**config.mk**
```make
export PLATFORM = sky130hd
export DESIGN_NAME = dss_top
export DESIGN_NICKNAME = d
export VERILOG_FILES = /design/src/hdl/dss_pkg.sv /design/src/hdl/dss_strap_latch.sv /design/src/hdl/dss_read_port.sv /design/src/hdl/dss_top.sv
export SDC_FILE = /design/constraint.sdc
export NUM_CORES = 1
export LEC_CHECK = 0
export ABC_AREA = 0
export BUFFER_PORTS_ARGS = -buffer_cell sky130_fd_sc_hd__buf_2
export CAP_MARGIN = 25
export CORE_MARGIN = 2
export CORE_UTILIZATION = 46
export CTS_BUF_LIST = sky130_fd_sc_hd__clkbuf_4
export CTS_CLUSTER_DIAMETER = 30
export CTS_CLUSTER_SIZE = 16
export DETAILED_ROUTE_END_ITERATION = 16
export GPL_TIMING_DRIVEN = 1
export HOLD_SLACK_MARGIN = 0.05
export PLACE_DENSITY = 0.95
export SLEW_MARGIN = 20
export SYNTH_ARGS = -nofsm -noshare
export SYNTH_HDL_FRONTEND = slang
export SYNTH_SLANG_ARGS = --single-unit
export TNS_END_PERCENT = 5
```
**constraint.sdc**
```tcl
create_clock -name clk -period 4.15 [get_ports clk]
set_input_delay 0.2075 -clock clk [delete_from_list [all_inputs] [get_ports clk]]
set_output_delay 0.2075 -clock clk [all_outputs]
set_load 0.03 [all_outputs]
```
**src/hdl/dss_pkg.sv**
```systemverilog
package dss_pkg;

    // Register space
    localparam int unsigned DSS_ADDR_W      = 19;
    localparam int unsigned DSS_DATA_W      = 32;
    localparam logic [18:0] DSS_STATUS_OFS  = 19'h4_8000;

    // Field positions of device_status_straps
    localparam int unsigned DSS_POS_SRIO_ID     = 31;
    localparam int unsigned DSS_POS_HOST_ROLE   = 30;
    localparam int unsigned DSS_POS_TX_SWAP     = 29;
    localparam int unsigned DSS_POS_RX_SWAP     = 28;
    localparam int unsigned DSS_POS_CLK_MODE    = 27;
    localparam int unsigned DSS_POS_I2C_ROLE    = 26;
    localparam int unsigned DSS_POS_SRIO_BOOT   = 25;
    localparam int unsigned DSS_POS_I2C_PIN_SEL = 24;
    localparam int unsigned DSS_POS_I2C_SLAVE_ADDR_STRAP_LO   = 17;
    localparam int unsigned DSS_POS_I2C_INHIBIT = 16;
    localparam int unsigned DSS_POS_REF_FREQ_LO = 12;
    localparam int unsigned DSS_POS_RATE_LO     = 9;
    localparam int unsigned DSS_POS_MAC_READY   = 1;

    // Reset values
    localparam logic [31:0] DSS_RDATA_RST   = 32'h0000_0000;
    localparam logic [17:0] DSS_STRAPS_RST  = 18'h0_0000;

    typedef struct packed {
        logic       srio_id;
        logic       host_role;
        logic       tx_lane_swap;
        logic       rx_lane_swap;
        logic       clock_mode;
        logic       i2c_role;
        logic       srio_boot;
        logic       i2c_pin_sel;
        logic [3:0] i2c_slave_addr;
        logic       i2c_load_inhibit;
        logic [1:0] ref_freq_choice;
        logic [2:0] link_rate;
    } dss_straps_t;

    typedef struct packed {
        logic [18:0] addr;
        logic [31:0] wdata;
        logic        wr;
        logic        rd;
    } dss_bus_req_t;

    typedef enum logic [1:0] {
        DSS_ST_CAPTURE,
        DSS_ST_WAIT_RDY,
        DSS_ST_START,
        DSS_ST_RUN
    } dss_state_t;

endpackage

```
**src/hdl/dss_strap_latch.sv**
```systemverilog
module dss_strap_latch
    import dss_pkg::*;
(
    input  wire logic        clk,
    input  wire logic        arst_n,
    input  wire logic        capture,
    input  wire dss_straps_t pins,
    output dss_straps_t      held_r
);

    logic [17:0] pins_flat;
    logic [17:0] held_flat_r;

    assign pins_flat = pins;
    assign held_r    = held_flat_r;

    // Capture only on the single cycle after reset release; pins are don't-care later
    for (genvar i = 0; i < 18; i++) begin : g_bit
        always_ff @(posedge clk or negedge arst_n) begin
            if (!arst_n) begin
                held_flat_r[i] <= DSS_STRAPS_RST[i];
            end else if (capture) begin
                held_flat_r[i] <= pins_flat[i];
            end
        end
    end

endmodule

```
**src/hdl/dss_read_port.sv**
```systemverilog
module dss_read_port
    import dss_pkg::*;
(
    input  wire logic        clk,
    input  wire logic        arst_n,
    input  wire logic [18:0] addr,
    input  wire logic        rd,
    input  wire logic [31:0] status_word,
    output logic      [31:0] rdata_r
);

    logic        hit;
    logic [31:0] rdata_nxt;

    assign hit = (addr == DSS_STATUS_OFS);

    // Unmapped reads and idle cycles return zero so stale data never lingers
    always_comb begin
        rdata_nxt = DSS_RDATA_RST;
        if (rd && hit) begin
            rdata_nxt = status_word;
        end
    end

    always_ff @(posedge clk or negedge arst_n) begin
        if (!arst_n) begin
            rdata_r <= DSS_RDATA_RST;
        end else begin
            rdata_r <= rdata_nxt;
        end
    end

endmodule

```
**src/hdl/dss_top.sv**
```systemverilog
// How it works
// - Bit 31 holds captured device-id strap
// - Bit 30 holds captured host-role strap
// - Bits 29, 28 hold tx/rx lane-swap straps
// - Bit 27 holds captured clock-mode strap
// - Bit 26 holds captured I2C role strap
// - Bit 25 holds captured serial-boot strap
// - Bit 24 holds captured I2C pin-select strap
// - Bits 20:17 hold captured I2C slave address
// - Bit 16 holds captured I2C-load inhibit strap
// - Bits 13:12 hold captured clock-frequency straps
// - Bits 11:9 hold captured link-rate straps
// - Bit 1 sets once MAC is ready
// - EEPROM download starts only after ready
module dss_top
    import dss_pkg::*;
(
    input  wire logic        clk,
    input  wire logic        arst_n,
    input  wire logic [18:0] bus_addr,
    input  wire logic [31:0] bus_wdata,
    input  wire logic        bus_wr,
    input  wire logic        bus_rd,
    output logic      [31:0] bus_rdata,
    input  wire dss_straps_t strap_pins,
    input  wire logic        mac_ready,
    output dss_straps_t      straps_held,
    output logic             straps_valid,
    output logic             pcie_mac_ready,
    output logic             eeprom_dl_start,
    output logic             boot_busy
);

    dss_bus_req_t bus_req;
    dss_state_t   state_r;
    dss_state_t   state_nxt;
    logic         capture;
    logic         straps_valid_r;
    logic         pcie_mac_ready_r;
    logic         eeprom_dl_start_r;
    logic         boot_busy_r;
    logic         eeprom_boot;
    logic [31:0]  status_word;
    logic [31:0]  bus_rdata_w;
    dss_straps_t  held_w;

    assign bus_req = '{addr: bus_addr, wdata: bus_wdata, wr: bus_wr, rd: bus_rd};

    // First cycle after reset release is the capture slot
    assign capture = (state_r == DSS_ST_CAPTURE);

    dss_strap_latch u_latch (
        .clk    (clk),
        .arst_n (arst_n),
        .capture(capture),
        .pins   (strap_pins),
        .held_r (held_w)
    );

    // EEPROM boot when neither serial boot nor I2C-load inhibit is strapped
    assign eeprom_boot = !held_w.srio_boot && !held_w.i2c_load_inhibit;

    always_comb begin
        state_nxt = state_r;
        unique case (state_r)
            DSS_ST_CAPTURE: begin
                state_nxt = DSS_ST_WAIT_RDY;
            end
            DSS_ST_WAIT_RDY: begin
                if (pcie_mac_ready_r) begin
                    state_nxt = eeprom_boot ? DSS_ST_START : DSS_ST_RUN;
                end
            end
            DSS_ST_START: begin
                state_nxt = DSS_ST_RUN;
            end
            DSS_ST_RUN: begin
                state_nxt = DSS_ST_RUN;
            end
        endcase
    end

    always_ff @(posedge clk or negedge arst_n) begin
        if (!arst_n) begin
            state_r <= DSS_ST_CAPTURE;
        end else begin
            state_r <= state_nxt;
        end
    end

    always_ff @(posedge clk or negedge arst_n) begin
        if (!arst_n) begin
            straps_valid_r <= 1'b0;
        end else if (capture) begin
            straps_valid_r <= 1'b1;
        end
    end

    // Sticky until the next fundamental reset; nothing else can clear it
    always_ff @(posedge clk or negedge arst_n) begin
        if (!arst_n) begin
            pcie_mac_ready_r <= 1'b0;
        end else if (mac_ready) begin
            pcie_mac_ready_r <= 1'b1;
        end
    end

    always_ff @(posedge clk or negedge arst_n) begin
        if (!arst_n) begin
            eeprom_dl_start_r <= 1'b0;
        end else begin
            eeprom_dl_start_r <= (state_nxt == DSS_ST_START);
        end
    end

    // Busy tells boot agents that configuration must still wait
    always_ff @(posedge clk or negedge arst_n) begin
        if (!arst_n) begin
            boot_busy_r <= 1'b1;
        end else begin
            boot_busy_r <= (state_nxt != DSS_ST_RUN);
        end
    end

    always_comb begin
        status_word = DSS_RDATA_RST;
        status_word[DSS_POS_SRIO_ID]     = held_w.srio_id;
        status_word[DSS_POS_HOST_ROLE]   = held_w.host_role;
        status_word[DSS_POS_TX_SWAP]     = held_w.tx_lane_swap;
        status_word[DSS_POS_RX_SWAP]     = held_w.rx_lane_swap;
        status_word[DSS_POS_CLK_MODE]    = held_w.clock_mode;
        status_word[DSS_POS_I2C_ROLE]    = held_w.i2c_role;
        status_word[DSS_POS_SRIO_BOOT]   = held_w.srio_boot;
        status_word[DSS_POS_I2C_PIN_SEL] = held_w.i2c_pin_sel;
        status_word[DSS_POS_I2C_SLAVE_ADDR_STRAP_LO +: 4]   = held_w.i2c_slave_addr;
        status_word[DSS_POS_I2C_INHIBIT]      = held_w.i2c_load_inhibit;
        status_word[DSS_POS_REF_FREQ_LO +: 2] = held_w.ref_freq_choice;
        status_word[DSS_POS_RATE_LO +: 3]     = held_w.link_rate;
        status_word[DSS_POS_MAC_READY]        = pcie_mac_ready_r;
    end

    // Write strobe and data are deliberately not wired: the register is read-only
    dss_read_port u_rd (
        .clk        (clk),
        .arst_n     (arst_n),
        .addr       (bus_req.addr),
        .rd         (bus_req.rd),
        .status_word(status_word),
        .rdata_r    (bus_rdata_w)
    );

    assign bus_rdata       = bus_rdata_w;
    assign straps_held     = held_w;
    assign straps_valid    = straps_valid_r;
    assign pcie_mac_ready  = pcie_mac_ready_r;
    assign eeprom_dl_start = eeprom_dl_start_r;
    assign boot_busy       = boot_busy_r;

    logic status_rd;
    assign status_rd = bus_rd && (bus_addr == DSS_STATUS_OFS);
endmodule

```
==> summary.txt <==
Status
  – Result of the run: complete, no violations

Floorplan
  – Initial core utilization: 0.4700
  – Vert. Die Dim: 67.47 um
  – Chip Width: 67.47 um
  – IO Pins: 128
  – Die area: 0.004552 mm^2
  – Area of the core region: 0.003943 mm^2
  – Std cell rows: 23

Power
  – Maximum vdd ir drop: 0.2333 mV
  – Sw Ratio: 0.2602
  – Internal Power: 0.5906 mW
  – Part of the total power dissipated in combinational logic: 0.137
  – Sequential share of power: 0.551
  – Reported leakage power: 1.138 nW
  – Clk pwr share: 0.312
  – Net switching power: 0.2077 mW
  – Total power: 0.7982 mW
  – Cell Pwr Density: 342.6 mW/mm^2

Critical path
  – Reg-to-reg endpoint: u_latch.held_r[3]$_DFFE_PN0N_
  – Critical Path Slowest Stage Cell: nor2_2
  – Crit-path leading delay family: simple AND/OR/NAND/NOR gates
  – Worst Setup End Kind: flop
  – Crit Reg-Reg Startpoint: state_r[1]$_DFF_PN0_
  – Critical path buffer and inverter count: 0
  – Data required time of the worst path: 4.39 ns
  – Startpoint of the most critical setup path: state_r[1]$_DFF_PN0_
  – Ordered list of cells on the worst path: nor2_2 -> mux2_2
  – CP Class: flop to flop
  – Slowest cell delay on critical path: 0.71 ns
  – Count of cells along the worst register-to-register path: 2
  – R2r setup slk: 2.51 ns
  – Max Fanout on Critical Path: 19
  – Arrival @ worst endpoint: 1.88 ns
  – Crit start category: flop

Yosys
  – Number of synthesized register bits: 43
  – Sequential cell area fraction in the yosys report: 0.5814
  – Area of the mapped netlist: 0.001853 mm^2
  – Portion of synthesized cell area occupied by the leading cell type: 0.5672
  – Main area contributors after synthesis: dfrtp_1 57%, mux2_2 11%, nor4_2 8.8%
  – Cell taking the most area after synthesis: dfrtp_1
  – Syn Inst Count: 135
  – Synthesized area divided by synthesized cell count: 13.73 um^2
  – Yosys warnings: 0
  – Number of library cell types mapped by synthesis: 20

Routing
  – Number of search-and-repair iterations in the first detailed-routing pass: 4
  – 1st-iter DRT viols: 26
  – DRC: 0
  – Via density: 4.642
  – Post-DRT Antenna Nets: 0
  – Final Routed Wirelength: 3.525 mm
  – Routed wire per std cell: 13.15 um
  – Total vias in the final route: 1244

Clock tree
  – Root buffer cell: clkbuf_4
  – H-tree level count: 2
  – TritonCTS clock tree: yes
  – Max Buffers Root-to-Sink: 2
  – Post-cts gate resize count: 0
  – Clk_lat worst skew: 0.34 ns
  – Clock sink count: 43
  – Total CTS buffers: 5
  – Worst-path clk slew: 0.12 ns

Layout
  – Most common cell after layout, fill and taps aside: buf_2
  – Commonest non-fill, non-tap cells in the layout: 81 x buf_2, 42 x dfrtp_1, 21 x nand2b_1, 18 x mux2_2
  – Synthesis-to-layout area growth: 25.73%
  – Fill cell instance count of the final layout: 337
  – Post-layout instance area: 0.002330 mm^2
  – Multi-input gate area in the final layout: 684.4 um^2
  – Register area: 0.001077 mm^2
  – Post-layout net count: 291
  – Share of final-layout standard cells stronger than drive strength 1: 0.5734
  – Total inserted antenna cells: 0

Timing
  – Final Hold Viols: 0
  – Total count of max-transition violations in the final report: 0
  – Setup violators final: 0
  – Pin slew with the least headroom to its limit: 0.9050 ns
  – Max Fclk: 608.5 MHz
  – Share of the clock period used by the worst path: 0.3960
  – Worst Skew: 0.004983 ns
  – Worst slew slack as a fraction of its limit: 0.3967
  – RSZ-0062 raised after global routing: no
  – Post-route minimum period: 1.643 ns
  – Total negative slack for setup checks: 0 ns

Hold path
  – Class of the most critical hold timing path: primary input to flop
  – Worst Hold Path EP: u_latch.held_r[13]$_DFFE_PN0N_
  – Cell depth of the worst hold path: 2
  – Start point of the worst hold path: strap_pins[13]

Global route
  – GRT Residual Overflow: 0
  – Vias in the first global route: 1144
  – Total Routing Usage GR: 0.1652
  – Global-route wire length before repair: 5.402 mm
  – Initial antenna violation count: 0
  – Largest net degree at the start of global routing: 44

Placement
  – Port-buffer cells: 81
  – Weighted congestion at the end of routability-driven global placement: 0.8132
  – Area after detailed placement: 0.002233 mm^2
  – Total half-perimeter wirelength after legalization and detailed placement: 2.724 mm

Flow run
  – Number of maximum-capacitance constraint violations: 0
-- power groups by stage --
stage	clock [mW]	sequential, mW	combinational (mW)
2_1_floorplan	0	0.469	0.0526
3_3_place_gp	0	0.447	0.106
3_5_place_dp	0	0.448	0.108
4_1_cts	0.259	0.440	0.109
5_1_grt	0.280	0.442	0.119
6_report	0.249	0.440	0.109
-- worst max-delay path by stage --
stage	to	slack (ns)	cells after the start
2_1_floorplan	u_latch.held_r[10]$_DFFE_PN0N_	2.73	3
5_1_grt	u_latch.held_r[3]$_DFFE_PN0N_	2.39	2
4_1_cts	u_latch.held_r[3]$_DFFE_PN0N_	2.48	2
6_report	u_latch.held_r[3]$_DFFE_PN0N_	2.51	2
3_3_place_gp	u_latch.held_r[4]$_DFFE_PN0N_	2.50	2
3_5_place_dp	u_latch.held_r[7]$_DFFE_PN0N_	2.49	2
-- sequential cells by signal (all words and copies together), names as in the netlist --
name	cells
straps_valid	1
u_latch.held_r	18
u_rd.rdata_r	19
eeprom_dl_start	1
state_r	2
boot_busy	1
pcie_mac_ready	1
-- Yosys cell counts, drive strengths merged --
cell type and instances:
conb 1, nor3 1, dfrtp 42, dfstp 1, or2 2, clkbuf 4
nand2b 21, buf 16, inv 1, nor4b 1, mux2 18, nand4 1
nor2 1, nor4 22, nor2b 1, nand2 2
-- stage by stage --
step	instances	hold slack (ns)	utilization	worst slack (ns)
after floorplan	147	-0.08809	-	2.727
after global placement	258	0.3704	0.5665	2.496
after detailed placement	258	0.3828	0.5665	2.493
after CTS	267	0.05353	0.5884	2.476
after global routing	268	0.05642	0.5909	2.392
final	268	0.08407	0.5909	2.507
-- routing by layer --
metal | up-vias | GRT usage | part of all wire
li1 | 608 | - | -
met1 | 580 | 0.2060 | 0.39
met2 | 44 | 0.2525 | 0.51
met3 | 12 | 0.04833 | 0.060
met4 | 0 | 0.1020 | 0.033
met5 | - | 0 | 0
-- logic make-up after synthesis --
group	Yosys count	share of synthesized area
buffers and inverters	21	0.07359
flip-flops	43	0.5814
multiplexers	18	0.1094
other	1	0.002024
AND/OR/NAND/NOR	52	0.2336
-- layout make-up --
class / instances / share of cell area
Sequential cell: 43 / 0.4624
Multi-Input combinational cell: 83 / 0.2938
Timing Repair Buffer: 83 / 0.1826
Tap cell: 50 / 0.02685
Clock inverter: 3 / 0.01665
Clock buffer: 5 / 0.01611
Inverter: 1 / 0.001611
-- repair_timing --
action                                  in CTS  in global routing
endpoints found under the hold margin       42                  1
buffers inserted                             0                  0
endpoints found under the setup margin       0                  0
hold buffers                                 1                  1
Note: power is estimated with default switching activity, not from simulation.
